### src/verilog/vhb_map.svh
// constants for the host bus interface: offsets, strap fields, timing counts
`ifndef VHB_MAP_SVH
`define VHB_MAP_SVH
// ************
// strap
// ************
`define VHB_STRAP_BUS_BIT 2
`define VHB_STRAP_RST 8'h00
// ************
// internal ports
// ************
`define VHB_IO_SETUP 16'h46E8
`define VHB_IO_ENABLE 16'h0102
`define VHB_SETUP_RST 8'h00
// ************
// window and sizes
// ************
`define VHB_OFS_SHIFT 12
`define VHB_WIN_W 17
`define VHB_MASK_256K 20'h3FFFF
`define VHB_MASK_512K 20'h7FFFF
`define VHB_MASK_1M 20'hFFFFF
// ************
// timing
// ************
`define VHB_CLK_NS 4
`define VHB_SLOT_NS 16
`define VHB_SLOT_CYC ((`VHB_SLOT_NS + `VHB_CLK_NS - 1) / `VHB_CLK_NS)
`endif

### src/verilog/vhb_pkg.sv
// types of the host bus interface
package vhb_pkg;
  typedef enum logic [1:0] {
    VHB_IDLE = 2'b00,
    VHB_WAIT = 2'b01,
    VHB_DONE = 2'b10
  } vhb_state_t;
  typedef enum logic {
    VHB_BUS_CHAN = 1'b0,
    VHB_BUS_AT = 1'b1
  } vhb_bus_t;
  typedef enum logic [1:0] {
    VHB_SZ_256K = 2'b00,
    VHB_SZ_512K = 2'b01,
    VHB_SZ_1M = 2'b10
  } vhb_size_t;
endpackage : vhb_pkg

### src/verilog/vhb_host_if.sv
// host bus interface top: strap, port decode, sizing, waits, window
`timescale 1ns/100ps
`default_nettype none
`include "vhb_map.svh"
module vhb_host_if
  import vhb_pkg::*;
#(
  parameter int SLOT_CYC = `VHB_SLOT_CYC
) (
  // clock and reset
  input wire logic mclk,
  input wire logic sys_rst,
  // strap sense
  input wire logic [7:0] display_memory_data_lines,
  // mode and setup inputs
  input wire logic host_bus16,
  input wire logic planar_mode,
  input wire logic wide_mode,
  input wire logic [1:0] mem_size,
  input wire logic [7:0] win_offset,
  // host memory and rom cycle
  input wire logic host_mem_req,
  input wire logic host_rom_req,
  input wire logic host_wr,
  input wire logic [16:0] host_addr,
  input wire logic [15:0] host_wdata,
  output logic host_ready,
  output logic host_xfer16,
  output logic [15:0] host_rdata,
  // host io cycle
  input wire logic host_io_req,
  input wire logic [15:0] io_addr,
  input wire logic [7:0] io_wdata,
  output logic [7:0] io_rdata,
  // configuration out
  output logic [7:0] power_up_strap_register,
  output logic bus_at_mode,
  output logic [7:0] setup_port,
  output logic vga_enable,
  // display memory
  input wire logic req_fetch,
  input wire logic req_refresh,
  input wire logic [15:0] mem_rdata,
  output logic gnt_fetch,
  output logic gnt_refresh,
  output logic [19:0] mem_addr,
  output logic [15:0] mem_wdata,
  output logic [1:0] mem_be,
  output logic mem_we,
  output logic mem_oe,
  output logic [3:0] ras_sel
);
  // ************
  // helpers
  // ************
  function automatic logic [19:0] size_mask(input logic [1:0] sz);
    case (sz)
      VHB_SZ_256K: size_mask = `VHB_MASK_256K;
      VHB_SZ_512K: size_mask = `VHB_MASK_512K;
      default: size_mask = `VHB_MASK_1M;
    endcase
  endfunction : size_mask
  function automatic logic [3:0] bank_sel(input logic [1:0] sz, input logic [19:0] a);
    case (sz)
      VHB_SZ_256K: bank_sel = 4'h1;
      VHB_SZ_512K: bank_sel = a[18] ? 4'h2 : 4'h1;
      default: bank_sel = 4'(4'h1 << a[19:18]);
    endcase
  endfunction : bank_sel
  // ************
  // strap capture
  // ************
  logic rst_q;
  logic next_rst_q;
  logic [7:0] next_strap;
  always_comb begin
    next_rst_q = sys_rst;
    next_strap = power_up_strap_register;
    if (rst_q && !sys_rst) begin
      next_strap = ~display_memory_data_lines;
    end
  end
  always_ff @(posedge mclk) begin
    rst_q <= next_rst_q;
    if (sys_rst) begin
      power_up_strap_register <= `VHB_STRAP_RST;
    end else begin
      power_up_strap_register <= next_strap;
    end
  end
  assign bus_at_mode = (power_up_strap_register[`VHB_STRAP_BUS_BIT] == VHB_BUS_AT);
  // ************
  // io ports
  // ************
  logic [7:0] next_setup;
  logic next_vga_en;
  logic [7:0] next_io_rdata;
  logic hit_setup;
  logic hit_enable;
  assign hit_setup = bus_at_mode && (io_addr == `VHB_IO_SETUP);
  assign hit_enable = (io_addr == `VHB_IO_ENABLE);
  always_comb begin
    next_setup = setup_port;
    next_vga_en = vga_enable;
    next_io_rdata = io_rdata;
    if (host_io_req && host_wr) begin
      if (hit_setup) begin
        next_setup = io_wdata;
      end
      if (hit_enable) begin
        next_vga_en = io_wdata[0];
      end
    end else if (host_io_req) begin
      if (hit_setup) begin
        next_io_rdata = setup_port;
      end else if (hit_enable) begin
        next_io_rdata = {7'h00, vga_enable};
      end else begin
        next_io_rdata = 8'h00;
      end
    end
  end
  always_ff @(posedge mclk) begin
    if (sys_rst) begin
      setup_port <= `VHB_SETUP_RST;
      vga_enable <= 1'b0;
      io_rdata <= 8'h00;
    end else begin
      setup_port <= next_setup;
      vga_enable <= next_vga_en;
      io_rdata <= next_io_rdata;
    end
  end
  // ************
  // memory cycle
  // ************
  vhb_state_t state;
  vhb_state_t next_state;
  logic [19:0] next_mem_addr;
  logic [15:0] next_mem_wdata;
  logic [1:0] next_mem_be;
  logic [15:0] next_rdata;
  logic wr_q;
  logic next_wr_q;
  logic wide_ok;
  logic gnt_host;
  logic slot_last;
  logic [19:0] phys;
  assign wide_ok = host_bus16 && !planar_mode && wide_mode;
  assign host_xfer16 = host_mem_req && !host_io_req && wide_ok;
  assign phys = (20'(win_offset) << `VHB_OFS_SHIFT) + 20'(host_addr);
  // ready low only for pending memory cycle
  assign host_ready = !host_mem_req || (state == VHB_DONE);
  assign mem_we = gnt_host && wr_q;
  assign mem_oe = gnt_host && !wr_q;
  assign ras_sel = (gnt_host || gnt_fetch || gnt_refresh) ? bank_sel(mem_size, mem_addr) : 4'h0;
  always_comb begin
    next_state = state;
    next_mem_addr = mem_addr;
    next_mem_wdata = mem_wdata;
    next_mem_be = mem_be;
    next_rdata = host_rdata;
    next_wr_q = wr_q;
    case (state)
      VHB_IDLE: begin
        if (host_mem_req) begin
          next_state = VHB_WAIT;
          next_wr_q = host_wr;
          next_mem_addr = phys & size_mask(mem_size);
          if (wide_ok) begin
            next_mem_be = 2'h3;
            next_mem_wdata = host_wdata;
          end else begin
            next_mem_be = host_addr[0] ? 2'h2 : 2'h1;
            next_mem_wdata = {host_wdata[7:0], host_wdata[7:0]};
          end
        end
      end
      VHB_WAIT: begin
        if (gnt_host && slot_last) begin
          next_state = VHB_DONE;
          if (!wr_q) begin
            if (mem_be == 2'h3) begin
              next_rdata = mem_rdata;
            end else if (mem_be == 2'h2) begin
              next_rdata = {8'h00, mem_rdata[15:8]};
            end else begin
              next_rdata = {8'h00, mem_rdata[7:0]};
            end
          end
        end
      end
      VHB_DONE: begin
        if (!host_mem_req) begin
          next_state = VHB_IDLE;
        end
      end
      default: begin
        next_state = VHB_IDLE;
      end
    endcase
  end
  always_ff @(posedge mclk) begin
    if (sys_rst) begin
      state <= VHB_IDLE;
      mem_addr <= 20'h00000;
      mem_wdata <= 16'h0000;
      mem_be <= 2'h0;
      host_rdata <= 16'h0000;
      wr_q <= 1'b0;
    end else begin
      state <= next_state;
      mem_addr <= next_mem_addr;
      mem_wdata <= next_mem_wdata;
      mem_be <= next_mem_be;
      host_rdata <= next_rdata;
      wr_q <= next_wr_q;
    end
  end
  vhb_slot_arb #(
    .SLOT_CYC(SLOT_CYC)
  ) u_arb (
    .mclk(mclk),
    .sys_rst(sys_rst),
    .req_refresh(req_refresh),
    .req_fetch(req_fetch),
    .req_host(state == VHB_WAIT),
    .gnt_refresh(gnt_refresh),
    .gnt_fetch(gnt_fetch),
    .gnt_host(gnt_host),
    .slot_last(slot_last)
  );
  // ************
  // checks
  // ************
  property p_strap_load;
    @(posedge mclk) $fell(sys_rst) |=> power_up_strap_register == ~$past(display_memory_data_lines);
  endproperty
  a_strap_load: assert property (p_strap_load) else $error("strap not inverted lines");
  property p_bus_mode;
    @(posedge mclk) disable iff (sys_rst) !$past(sys_rst) && !$past(sys_rst, 2) |->
      $stable(power_up_strap_register) && bus_at_mode == power_up_strap_register[2];
  endproperty
  a_bus_mode: assert property (p_bus_mode) else $error("bus mode not strap bit");
  property p_io_nowait;
    @(posedge mclk) disable iff (sys_rst)
      (host_io_req || host_rom_req) && !host_mem_req |-> host_ready && !host_xfer16;
  endproperty
  a_io_nowait: assert property (p_io_nowait) else $error("io or rom waited or wide");
  property p_planar_narrow;
    @(posedge mclk) disable iff (sys_rst) planar_mode |-> !host_xfer16;
  endproperty
  a_planar_narrow: assert property (p_planar_narrow) else $error("wide planar transfer");
  property p_wide_ok;
    @(posedge mclk) disable iff (sys_rst)
      host_mem_req && !host_io_req && host_bus16 && wide_mode && !planar_mode |-> host_xfer16;
  endproperty
  a_wide_ok: assert property (p_wide_ok) else $error("wide transfer refused");
  property p_wait_hold;
    @(posedge mclk) disable iff (sys_rst)
      host_mem_req && state == VHB_IDLE |-> !host_ready ##1 (!host_ready || !host_mem_req);
  endproperty
  a_wait_hold: assert property (p_wait_hold) else $error("ready during memory access");
  property p_slot_only;
    @(posedge mclk) disable iff (sys_rst) $rose(state == VHB_DONE) |-> $past(gnt_host && slot_last);
  endproperty
  a_slot_only: assert property (p_slot_only) else $error("transfer outside slot");
  property p_setup_at;
    @(posedge mclk) disable iff (sys_rst)
      host_io_req && host_wr && io_addr == 16'h46E8 |=> setup_port == ($past(bus_at_mode) ?
        $past(io_wdata) : $past(setup_port));
  endproperty
  a_setup_at: assert property (p_setup_at) else $error("setup port decode wrong");
  property p_enable_port;
    @(posedge mclk) disable iff (sys_rst)
      host_io_req && host_wr && io_addr == 16'h0102 |=> vga_enable == $past(io_wdata[0]);
  endproperty
  a_enable_port: assert property (p_enable_port) else $error("enable port not taken");
  property p_window;
    @(posedge mclk) disable iff (sys_rst)
      host_mem_req && state == VHB_IDLE |=> mem_addr ==
        ((($past(20'(win_offset)) << 12) + $past(20'(host_addr))) & size_mask($past(mem_size)));
  endproperty
  a_window: assert property (p_window) else $error("window address wrong");
endmodule : vhb_host_if
`default_nettype wire

### src/verilog/vhb_slot_arb.sv
// memory slot arbiter: refresh, display fetch and host
`timescale 1ns/100ps
`default_nettype none
`include "vhb_map.svh"
module vhb_slot_arb
  import vhb_pkg::*;
#(
  parameter int SLOT_CYC = `VHB_SLOT_CYC
) (
  // clock and reset
  input wire logic mclk,
  input wire logic sys_rst,
  // requests
  input wire logic req_refresh,
  input wire logic req_fetch,
  input wire logic req_host,
  // grants and last cycle of slot
  output logic gnt_refresh,
  output logic gnt_fetch,
  output logic gnt_host,
  output logic slot_last
);
  // ************
  // slot state
  // ************
  logic [2:0] gnt;
  logic [2:0] next_gnt;
  logic [7:0] cnt;
  logic [7:0] next_cnt;
  generate
    if (SLOT_CYC < 1 || SLOT_CYC > 255) begin : g_chk
      $error("slot length out of range");
    end
  endgenerate
  assign gnt_refresh = gnt[2];
  assign gnt_fetch = gnt[1];
  assign gnt_host = gnt[0];
  assign slot_last = (gnt != 3'h0) && (cnt == 8'(SLOT_CYC - 1));
  always_comb begin
    next_gnt = gnt;
    next_cnt = cnt;
    if (gnt == 3'h0 || slot_last) begin
      next_cnt = 8'h00;
      if (req_refresh) begin
        next_gnt = 3'h4;
      end else if (req_fetch) begin
        next_gnt = 3'h2;
      end else if (req_host && !(slot_last && gnt_host)) begin
        next_gnt = 3'h1;
      end else begin
        next_gnt = 3'h0;
      end
    end else begin
      next_cnt = cnt + 8'h01;
    end
  end
  always_ff @(posedge mclk) begin
    if (sys_rst) begin
      gnt <= 3'h0;
      cnt <= 8'h00;
    end else begin
      gnt <= next_gnt;
      cnt <= next_cnt;
    end
  end
  property p_one_owner;
    @(posedge mclk) disable iff (sys_rst) $onehot0(gnt);
  endproperty
  a_one_owner: assert property (p_one_owner) else $error("two slot owners");
  property p_refresh_first;
    @(posedge mclk) disable iff (sys_rst)
      (gnt == 3'h0 || slot_last) && req_refresh |=> gnt_refresh;
  endproperty
  a_refresh_first: assert property (p_refresh_first) else $error("refresh not first");
endmodule : vhb_slot_arb
`default_nettype wire
### config.mk
export PLATFORM = sky130hd
export DESIGN_NAME = vhb_host_if
export DESIGN_NICKNAME = d
export VERILOG_FILES = /design/src/verilog/vhb_pkg.sv /design/src/verilog/vhb_host_if.sv /design/src/verilog/vhb_slot_arb.sv
export VERILOG_INCLUDE_DIRS = /design/src /design/src/verilog
export SDC_FILE = /design/constraint.sdc
export NUM_CORES = 1
export LEC_CHECK = 0
export ABC_AREA = 1
export CORE_MARGIN = 1
export CORE_UTILIZATION = 45
export CTS_CLUSTER_SIZE = 28
export DETAILED_ROUTE_END_ITERATION = 16
export DONT_BUFFER_PORTS = 1
export GPL_TIMING_DRIVEN = 0
export REMOVE_ABC_BUFFERS = 1
export SLEW_MARGIN = 30
export SYNTH_ARGS = -nofsm -noshare
export SYNTH_HDL_FRONTEND = slang
export SYNTH_SLANG_ARGS = --single-unit
### constraint.sdc
create_clock -name mclk -period 2.5 [get_ports mclk]
set_input_delay 0 -clock mclk [delete_from_list [all_inputs] [get_ports mclk]]
set_output_delay 0 -clock mclk [all_outputs]
set_load 0.03 [all_outputs]
# Yosys cells after proc, flatten, opt, wreduce, memory -nomap -nowiden
# Cells that the tools add are included.
totals:
  reg_bits: 94
  latchBits: 0
  ram_bits: 0
  romBits: 0
  in_bits: 102
  out_inout_bits: 90
  word_cells: 84
  n_memories: 0
op_classes:
  n_addsub: 2
  n_mul: 0
  div: 0
  magnitude_cmp: 0
  eq_ne: 11
  shifts: 1
  mux: 20
  n_bitwise: 4
  n_reduce_logical: 33
ops:
  columns: ["cell", "count"]
  rows:
  - ["two-way mux 20 bit", 2]
  - ["one-hot mux 20 bit (2 select lines)", 1]
  - ["two-way mux 16 bit", 2]
  - ["adder 20 x 17 -> 20 bit", 1]
  - ["AND 20 bit", 1]
  - ["equality test 16 x 15 -> 1 bit (second input constant)", 1]
  - ["equality test 16 x 9 -> 1 bit (second input constant)", 1]
  - ["two-way mux 8 bit", 2]
  - ["logical AND 1 bit", 12]
  - ["two-way mux 2 bit", 6]
  - ["adder 8 x 1 -> 8 bit (second input constant)", 1]
  - ["equality test 8 x 2 -> 1 bit (second input constant)", 1]
  - ["inverter 8 bit", 1]
  - ["one-hot mux 4 bit (2 select lines)", 1]
  - ["AND reduction 2 bit", 4]
  - ["equality test 2 bit (second input constant)", 3]
  - ["zero test 1 bit", 6]
  - ["two-way mux 3 bit", 2]
  - ["inequality test 2 bit (second input constant)", 3]
  - ["one-hot mux 2 bit (3 select lines)", 1]
  - ["AND reduction 3 bit", 2]
  - ["equality test 2 x 1 -> 1 bit (second input constant)", 2]
  - ["zero test 2 bit", 2]
  - ["logical OR 1 bit", 4]
  - ["other kinds (7)", 9]

# Longest topological paths before layout
# Gate-level depths: netlist (run 1).
logic_depth:
  depth_word: 8
  mapped_depth: 9
  ltp_nobuf: 9

# Hierarchy
# From an unflattened synthesis (run 1), not the netlist that was laid out.
unflattened:
  hier_cells: 598
  hier_area_um2: 4351.7
modules_own_cells:
  columns: ["module", "n_inst", "cells_each", "area_per_inst_um2", "seq_area_each_um2"]
  rows:
  - ["vhb_host_if", 1, 527, 3786.1, 1661.6]
  - ["vhb_slot_arb", 1, 71, 565.5, 220.2]

# Worst setup path before layout (run 1)
# No wires, ideal clock.
synth_timing:
  path_kind: "register to register"
  from: "reg u_arb.gnt[0]"
  to: "reg host_rdata[10]"
  setup_time_ns: 0.128
  arrival_time_ns: 1.396
  required_ns: 2.372
  slack_ns: 0.976
  stages_incl_launch_ff: 7
  path_buffers: 1
  synth_period_minus_slack_ns: 1.524
  path_cell_list: "dfxtp_1 -> inv_1 -> nor2_1 -> nand3_4 -> buf_6 -> o21ai_1 -> nor2_1"
synth_between:
  elab_chain_len: 4
synth_rtl:
  columns: ["element", "line_no", "text"]
  rows:
  - ["from (decl)", "vhb_slot_arb.sv:26", "logic [2:0] gnt;"]
  - ["from (signal assigned)", "vhb_slot_arb.sv:62", "gnt <= next_gnt;"]
  - ["nonzero test 3 bit", "vhb_slot_arb.sv:38", "assign slot_last = (gnt != 3'h0) && (cnt == 8'(SLOT_CYC - 1));"]
  - ["logical AND 1 bit", "vhb_slot_arb.sv:38", null]
  - ["logical AND 1 bit (*)", "vhb_host_if.sv:180", "if (gnt_host && slot_last) begin"]
  - ["AND reduction 3 bit (no source line) (*)", null, null]
  - ["to (signal assigned)", "vhb_host_if.sv:216", "host_rdata <= next_rdata;"]
  - ["to (decl)", "vhb_host_if.sv:29", "output logic [15:0] host_rdata,"]
# Every way passes the cells marked *; elsewhere a longest branch is shown, timed or not.
# A chain may end at the register's enable or synchronous reset.

# Worst setup path in the final report (run 1)
layout_timing:
  from: "in host_addr[13]"
  to: "reg mem_addr[18]"
layout_between:
  elab_chain_len: 2
layout_rtl:
  columns: ["element", "line_no", "text"]
  rows:
  - ["from (decl)", "vhb_host_if.sv:25", "input wire logic [16:0] host_addr,"]
  - ["adder 20 x 17 -> 20 bit", "vhb_host_if.sv:151", "assign phys = (20'(win_offset) << `VHB_OFS_SHIFT) + 20'(host_addr);"]
  - ["AND 20 bit", "vhb_host_if.sv:169", "next_mem_addr = phys & size_mask(mem_size);"]
  - ["to (signal assigned)", "vhb_host_if.sv:213", "mem_addr <= next_mem_addr;"]
  - ["to (decl)", "vhb_host_if.sv:46", "output logic [19:0] mem_addr,"]
# Every way passes these cells.

==> summary.md, run 1 <==
In this run the count of I/O pins placed on the die edge is 192. The die covers 10,200 sq um. The sum of overflow across all layers after global routing is 0, and the area overhead of the layout relative to synthesis is 24.8%.

Max-cap violations in this run came to 0. For the number of global-route vias before repair, the log shows 3,844. The arrival time at the worst endpoint is 2.64 ns, and the highest net fanout along the worst path is 2. For the pin with the worst max-slew slack, the measured transition is 0.886 ns.

The cell count after synthesis is 645, and the part of the cycle the worst path needs is 95.9%. Setup violation total in the final timing report: 0. Once the floorplan was initialized, standard cells occupied 47.2% of the core. For flop-to-flop paths, the worst setup slack is 0.24 ns.

The logs give 9 for the total CTS buffers and 40.5% for the headroom to the max-slew limit. TritonCTS built the clock tree. The share of the Yosys chip area taken by registers is 42.6%. The first routing iteration left 157 violations. Routability-driven placement finished with a final weighted congestion of 0.826.

The tools report the startpoint of the worst register-to-register path as u_arb.cnt[0]. Across every metal layer, demand over resource in global routing totals 22.2%. The startpoint identified for the worst hold timing path is io_addr[10]. On the final layout, the worst hold slack is 0.0343 ns. The post-route netlist has 5.01% of its cells at a drive strength greater than 1. For the worst-skew pair, the clock arrives at the later sink with an insertion delay of 0.35 ns. Synthesis instantiated 36 different standard cells from the library. In this run the clock root is driven by a sky130_fd_sc_hd__clkbuf_8. The logs give 4 for the count of TritonRoute iterations in the first routing pass and 0 for the total count of hold-check failures in the final report. The clock net in this run drives a total of 94 sinks. The pin count of the biggest net entering global routing is 47, and the worst-case clock buffer depth is 2. Data on the critical path is required at its endpoint by 2.74 ns. In the final timing run, aggregate negative setup slack is 0 ns. The nature of the critical path endpoint is a flop. In the routed layout, each cell is associated on average with a via count of 4.99.

After floorplanning, the core was divided into 35 placement rows. The repair_antennas step left the layout with diodes totalling 0. The floorplan step set the die width to 101 microns.

The final antenna-violating net count is 0, and the clock-pin slew reported for the worst setup and hold paths after clock tree synthesis is 0.09 ns. The first global-routing pass estimated 18,000 microns of wire. Derived from the worst setup path, the maximum achievable clock frequency is 0.417 GHz. Start-to-end type of the worst setup path: input pin to flop. The routed design could run at a clock period as short as 2.40 ns.

The average instance in the mapped netlist occupies 6.85 sq um. The run finished with clean final reports. The core region is 9370 sq um. The number of H-tree levels was 3. Counting flops and latches in the post-synthesis netlist gives 94.

The min-delay analysis places its worst path in the category input pin to flop. For the final database, setup skew stands at 0.00852 ns. STA classifies the critical path startpoint as an input pin. The number of pins exceeding their max-slew limit in the final report was 0; the wire length reported by the detailed router was 11,500 microns.

The die height came out at 101 microns. Setup repair after global routing left no endpoint under its margin. The number of nets at the end of the flow is 823, and the initial antenna violation count is 0. The analysis attributes to cell leakage a power of 0.00248 uW. The synthesized area is 4420 sq um, and the average detailed-routed wire length per instance is 13.6 microns. The worst supply voltage drop on vdd was 0.000344 V; the number of buffers inserted by post-CTS setup repair was 0. Port buffering added 0 buffers.

In this run the worst setup path begins at host_addr[13]. For this run, the number of Yosys warnings is 0. Power spread over the standard cell area amounts to 594 nW/um^2.

The run gives 7420 microns as the detailed-placement wirelength estimate. In the routed design, unresolved DRC markers number 0. The routed layout has 4,231 vias.
-- final cells by class --
type	instances	area, sq um
Fill cell	899	3860
Multi-Input combinational cell	425	2030
Sequential cell	94	1880
Timing Repair Buffer	83	851
Inverter	101	382
Tap cell	129	161
Clock buffer	11	141
Clock inverter	5	66.3
-- final timing paths --
| check | end | depth (start not counted) |
|---|---|---|
| max | mem_addr[18] | 11 |
| min | io_rdata[0] | 6 |
| max reg2reg | host_rdata[14] | 7 |
| min reg2reg | u_arb.cnt[0] | 1 |
-- sequential cells by signal, indices dropped and copies added (netlist names), 3 cells and up --
name and count:
mem_addr 20, power_up_strap_register 8, mem_wdata 16, setup_port 8, host_rdata 16, u_arb.gnt 3
io_rdata 8, u_arb.cnt 8
-- per-layer routing --
metal / vias up / share of wire [%] / track usage [%]
met1: 1893 / 42 / 26.3
met2: 149 / 48 / 38.1
met3: 28 / 8.0 / 6.03
li1: 2161 / - / -
met5: - / 0 / 0
met4: 0 / 2.1 / 9.03
-- worst max-delay path, stage by stage --
cell and delay [ns]:
sky130_fd_sc_hd__dlygate4sd3_1 0.52, sky130_fd_sc_hd__inv_1 0.05, sky130_fd_sc_hd__fa_1 0.43, sky130_fd_sc_hd__nor2_2 0.16
sky130_fd_sc_hd__nand2_1 0.10, sky130_fd_sc_hd__nand3_1 0.09, sky130_fd_sc_hd__nand2_1 0.06, sky130_fd_sc_hd__dlygate4sd3_1 0.55
sky130_fd_sc_hd__nand3_1 0.08, sky130_fd_sc_hd__dlygate4sd3_1 0.54, sky130_fd_sc_hd__a21oi_1 0.05
-- power breakdown --
part	total, uW	switching (uW)	internal (uW)
sequential	1780	205	1580
combinational	449	253	196
clock	1040	542	503
-- repair_timing --
| action | 4_1_cts | 5_1_grt |
|---|---|---|
| endpoints found under the setup margin | 0 | 2 |
| hold buffers | 82 | 0 |
| gates resized for setup | 0 | 2 |
| hold endpoints to repair | 85 | 0 |
-- cells in the final DEF, fill, tap and decap left out, drive strengths merged, types with 2 or more instances in the layout --
| cell type | synthesis | routed |
|---|---|---|
| nor2 | 145 | 145 |
| nand2 | 120 | 120 |
| inv | 97 | 99 |
| dfxtp | 94 | 94 |
| dlygate4sd3 | 0 | 81 |
| o21ai | 48 | 48 |
| nand3 | 33 | 33 |
| nand4 | 20 | 20 |
| a21oi | 16 | 16 |
| clkbuf | 13 | 11 |
| a211oi | 8 | 8 |
| o211ai | 8 | 8 |
| nor3 | 7 | 7 |
| ha | 6 | 6 |
| xor2 | 5 | 5 |
| clkinv | 4 | 5 |
| buf | 12 | 2 |
-- stage by stage --
stage                     area, sq um  power [uW]  setup slack (ns)  utilization [%]  cells
after global placement           4440        2120            0.0859             47.4    749
after detailed placement         4470        2140             0.466             47.7    750
after CTS                        5510        3300            0.0434             58.8    848
final                            5510        3270             0.103             58.8    848
after floorplan                  4280        2050             0.807                -    620
after global routing             5510        3430            0.0153             58.8    848
-- cell usage after synthesis --
cell type | count | area (sq um)
sky130_fd_sc_hd__clkinv_1 | 3 | 11.3
sky130_fd_sc_hd__o21ai_0 | 40 | 200
sky130_fd_sc_hd__a21oi_1 | 16 | 80.1
sky130_fd_sc_hd__a221oi_1 | 1 | 8.76
sky130_fd_sc_hd__o21a_1 | 1 | 7.51
sky130_fd_sc_hd__buf_4 | 2 | 15.0
sky130_fd_sc_hd__o21bai_1 | 1 | 7.51
sky130_fd_sc_hd__inv_2 | 1 | 3.75
sky130_fd_sc_hd__nand4_1 | 20 | 125
sky130_fd_sc_hd__nor2_1 | 139 | 522
sky130_fd_sc_hd__inv_1 | 96 | 360
sky130_fd_sc_hd__or2_2 | 1 | 6.26
sky130_fd_sc_hd__o22ai_1 | 1 | 6.26
sky130_fd_sc_hd__nand3_1 | 31 | 155
sky130_fd_sc_hd__nand3_2 | 1 | 10.0
sky130_fd_sc_hd__nor2_4 | 2 | 22.5
sky130_fd_sc_hd__buf_6 | 4 | 45.0
sky130_fd_sc_hd__a211oi_1 | 8 | 60.1
sky130_fd_sc_hd__nand2_2 | 2 | 12.5
sky130_fd_sc_hd__clkinv_2 | 1 | 5.00
sky130_fd_sc_hd__nand3b_1 | 1 | 7.51
sky130_fd_sc_hd__dfxtp_1 | 94 | 1880
sky130_fd_sc_hd__nor3b_1 | 1 | 7.51
sky130_fd_sc_hd__xor2_1 | 5 | 43.8
sky130_fd_sc_hd__xnor2_1 | 1 | 8.76
sky130_fd_sc_hd__nand3_4 | 1 | 17.5
sky130_fd_sc_hd__nor3_4 | 1 | 16.3
sky130_fd_sc_hd__buf_2 | 6 | 30.0
sky130_fd_sc_hd__o21ai_1 | 8 | 40.0
sky130_fd_sc_hd__nor2_2 | 4 | 25.0
sky130_fd_sc_hd__clkbuf_1 | 13 | 48.8
sky130_fd_sc_hd__fa_1 | 1 | 20.0
sky130_fd_sc_hd__ha_1 | 6 | 75.1
sky130_fd_sc_hd__nand2_1 | 118 | 443
sky130_fd_sc_hd__nor3_1 | 6 | 30.0
sky130_fd_sc_hd__o211ai_1 | 8 | 60.1
-- logic make-up after synthesis --
logic type	count (synthesis)	synth area share, %
and+or+nand+nor	328	31.7
buffers and inverters	126	11.7
DFF	94	42.6
AOI/OAI and AO/OA	84	10.6
adders and majority gates	7	2.15
xor gates and xnor gates	6	1.19
Power figures use the tool's default switching activity.
==> inputs of run 2 (changes only) <==
--- a/config.mk
+++ b/config.mk
@@ -14,7 +14,9 @@
 export DONT_BUFFER_PORTS = 1
 export GPL_TIMING_DRIVEN = 0
 export REMOVE_ABC_BUFFERS = 1
+export SETUP_SLACK_MARGIN = 0.05
 export SLEW_MARGIN = 30
 export SYNTH_ARGS = -nofsm -noshare
 export SYNTH_HDL_FRONTEND = slang
+export SYNTH_HIERARCHICAL = 1
 export SYNTH_SLANG_ARGS = --single-unit
==> summary.md, run 2 <==
The average footprint of a synthesized cell came out at 7.28 sq um. The share of synthesized area in the top cell type comes to 43.2%. The register with the most flip-flops in the layout has 20 of them. Counting tap cells, the placed design contains a total of 704 instances. The run gives 598 as the cell count after synthesis. The diode insertion count for antenna repair came out at 0. The die covers 10,100 sq um. The ratio of total power to cell area came out at 602 nW/um^2. Detailed placement ended at an HPWL of 7500 microns.

The tools report the final worst hold slack as -0.0216 ns. The reg-to-reg critical path endpoint was io_rdata[6]. The clock root buffer master was sky130_fd_sc_hd__clkbuf_8. The count of TritonRoute iterations in the first routing pass was 4; the clock latency on the worst-skew pair was 0.35 ns. Buffers inserted during clock tree synthesis total 9.

The total count of hold-check failures in the final report was 1. Ranked by total cell area, the synthesized netlist is headed by sky130_fd_sc_hd__dfxtp_1 (43%), sky130_fd_sc_hd__nand2_1 (9.1%), sky130_fd_sc_hd__nor2_1 (8.3%). Once the floorplan was initialized, standard cells occupied 46.9% of the core.

The xor/xnor cell area share of the yosys netlist is 1.01%, and the sum of overflow across all layers after global routing is 0. The average detailed-routed wire length per instance is 14.2 microns, and the pin slew with the least headroom to its limit is 0.906 ns. Wire length reported by the detailed router: 11,300 microns. Max-cap violations in this run came to 0. For hold timing, the worst endpoint is mem_addr[18]. Relative to the synthesized area, the layout overhead comes to 24.6%. Counting flops and latches in the post-synthesis netlist gives 94. Buffers added to address setup during post-CTS repair amount to 0.

The post-detailed-route DRC marker count came out at 0. Register with the most flip-flops: mem_addr. Of the synthesized area, sequential elements account for 43.2%. At the worst endpoint, the arrival time is 2.46 ns.

By area, the combinational part of the netlist is dominated by simple AND/OR/NAND/NOR gates. The clock-pin slew reported for the worst setup and hold paths after clock tree synthesis is 0.10 ns, and the highest cell delay on the worst timing path is 0.78 ns. The checks that failed: hold timing. The library cell used most frequently in the layout, excluding fill and tap cells, is sky130_fd_sc_hd__nand2_1.

On the critical path, the stage with the largest delay is an instance of sky130_fd_sc_hd__dfxtp_1. The logs give 4350 sq um for the synthesized area and 35 for the cell row count. Summing the areas of all fa, ha and maj instances in the mapped netlist gives 2.19% of the synthesized area.

The fraction of met3 tracks used by global routing is 5.71%. The first-pass GRT wire length came out at 17,800 microns. The initial antenna violation count was 0. The worst setup path is captured at a flop. Critical hold path startpoint: win_offset[5].

The net count of the finished layout is 774. The run gives 94 as the number of sinks handled by clock tree synthesis. Final antenna-violating net count: 0. Pin placement for this block handled 192 I/O pins.

Of the total synthesized cell area, the portion taken by AND, OR, NAND and NOR gates is 32.5%. The number of buffer and inverter instances along the worst setup path came out at 1. The leading register cell type out of synthesis was sky130_fd_sc_hd__dfxtp_1. Setup repair after global routing left no endpoint under its margin. VDD sags by at most 0.000380 V.

For the number of pins exceeding their max-slew limit in the final report, the log shows 0. TritonCTS built the clock tree. Share of post-route cells with drive strength above 1: 9.85%. After synthesis, the most frequently instantiated cells are sky130_fd_sc_hd__nand2_1 (105), sky130_fd_sc_hd__nor2_1 (96), sky130_fd_sc_hd__dfxtp_1 (94). After the first detailed-routing iteration, the DRC count stood at 110. The synthesized netlist contains 37 unique library cells. The clock arrives with 0.0158 ns of skew. Along the worst path, the maximum fanout reaches 8. The worst register-to-register path has a depth of 5.

The routed layout has 4,128 vias. The die is 100 microns tall. The logs give 2 for the worst-case clock buffer depth and 6 for the count of synthesis-stage warnings from yosys. The largest registers in the layout are mem_addr: 20 flops, host_rdata: 16 flops, mem_wdata: 16 flops. At the worst endpoint, the required time is 2.80 ns. The critical path goes through nand4_1 > nor2_4 > nand4_1 > dlygate4sd3_1 > a21oi_1.

Routed via count divided by cell count: 5.17. The library cells used most frequently in the layout, excluding fill and tap cells, are sky130_fd_sc_hd__nand2_1 (105), sky130_fd_sc_hd__nor2_1 (96), sky130_fd_sc_hd__dfxtp_1 (94), sky130_fd_sc_hd__dlygate4sd3_1 (78), sky130_fd_sc_hd__inv_1 (56). The H-tree generated during clock tree synthesis spans 3 levels. The global routing stage identified its most utilized layer as met2. The run gives 3,967 as the number of global-route vias before repair. The largest delay contributor family on the critical path is flip-flops. The critical path runs through a total of 5 cells.

By startpoint and endpoint, the worst setup path is classified as flop to flop. The worst hold path passes through 4 cells. STA classifies the critical path startpoint as a flop.

The overall fraction of global-route tracks in use was 22.0%. The achievable clock frequency is 0.463 GHz. The run gives 9280 sq um as the standard cell core area. The final setup TNS was 0 ns. The async set-reset flop share out of synthesis was 0%; the count of flip-flops with a built-in enable after synthesis was 0. Die boundary width: 100 microns. The tightest min-delay check is of the input pin to flop type. The portion of synthesized area spent on multiplexers is 0%.

Of the available clock period, the critical path in the final layout requires 86.3%. Among the stages of the critical path, the cell type that occurs most often is sky130_fd_sc_hd__nand4_1. The congestion estimate from routability-driven global placement came to 0.822. The setup violation total in the final timing report is 0. The flow ran to the end, but the final reports show violations. The count of port buffers added during placement is 0, and the worst-case register-to-register setup slack is 0.34 ns. The startpoint identified for the worst register-to-register timing path is power_up_strap_register[2]. Headroom to the max-slew limit came out at 39.1%. Entering global routing, the biggest net connects 50 pins. Summing the areas of all compound-gate instances in the mapped netlist gives 12.1% of the synthesized area. Cell type contributing the most total cell area after synthesis: sky130_fd_sc_hd__dfxtp_1.

For this run, the number of standard cells in the final layout without fillers is 799. Subtracting the final worst setup slack from the clock period gives 2.16 ns. For this run, global-route usage on met2 was measured as 38.5%. The leakage dissipation was 0.00228 uW; the met1 demand-to-capacity share in global routing was 25.4%.

By instance count, the leading cell after synthesis is sky130_fd_sc_hd__nand2_1.
==> run 2: cell type report <==
class,count,area (sq um)
well taps,129,161
multi-input cells,410,2100
flip-flops and latches,94,1880
fillers,849,3860
repair buffers,79,801
clock inverters,6,75.1
inverters,71,269
clock buffers,10,138
==> run 2: layer usage <==
layer,part of all wire (%),vias up
li1,-,2089
met1,42,1854
met2,48,164
met3,8.1,21
met4,2.1,0
met5,0,-
==> run 2: what timing repair did <==
action | CTS | global route
endpoints found under the hold margin | 92 | 0
hold buffers | 80 | 0
endpoints found under the setup margin | 0 | 1
gates resized for setup | 0 | 4
==> run 2: how the worst max path moves through the flow <==
stage,startpoint,to,slack (ns)
6_report,power_up_strap_register[2],io_rdata[6],0.34
5_1_grt,state[1],mem_be[0],0.14
4_1_cts,host_addr[13],mem_addr[18],0.15
3_5_place_dp,state[1],mem_be[0],0.38
3_3_place_gp,state[1],mem_be[0],0.40
2_1_floorplan,u_arb/cnt[0],host_rdata[0],0.78
==> run 2: per-stage QoR <==
stage          hold WS (ns)  instance area (sq um)  util [%]  total power [uW]  setup slack (ns)
2_1_floorplan        0.0277                   4230         -              2040             0.785
3_3_place_gp         0.0334                   4390      47.3              2100             0.396
3_5_place_dp         0.0356                   4390      47.3              2110             0.377
4_1_cts             0.00210                   5420      58.3              3290             0.149
5_1_grt              0.0285                   5420      58.4              3430             0.139
6_report            -0.0216                   5420      58.4              3260             0.342
==> run 2: where the power goes <==
part           internal [uW]  switching, uW  total, uW
Combinational            191            250        441
Sequential              1570            194       1760
Clock                    506            553       1060
==> run 2: worst register-to-register path, stage by stage, from the launching register on <==
cell and delay [ns]:
sky130_fd_sc_hd__dfxtp_1 0.78, sky130_fd_sc_hd__nand4_1 0.27, sky130_fd_sc_hd__nor2_4 0.26, sky130_fd_sc_hd__nand4_1 0.11, sky130_fd_sc_hd__dlygate4sd3_1 0.59, sky130_fd_sc_hd__a21oi_1 0.11
==> run 2: logic make-up (layout without fill, tap and decap cells) <==
family                     after synthesis  after routing
DFF                                     94             94
xor gates and xnor gates                 5              5
buffers and inverters                   94            166
adders and majority gates                7              7
and+or+nand+nor                        308            308
AOI/OAI and AO/OA                       90             90
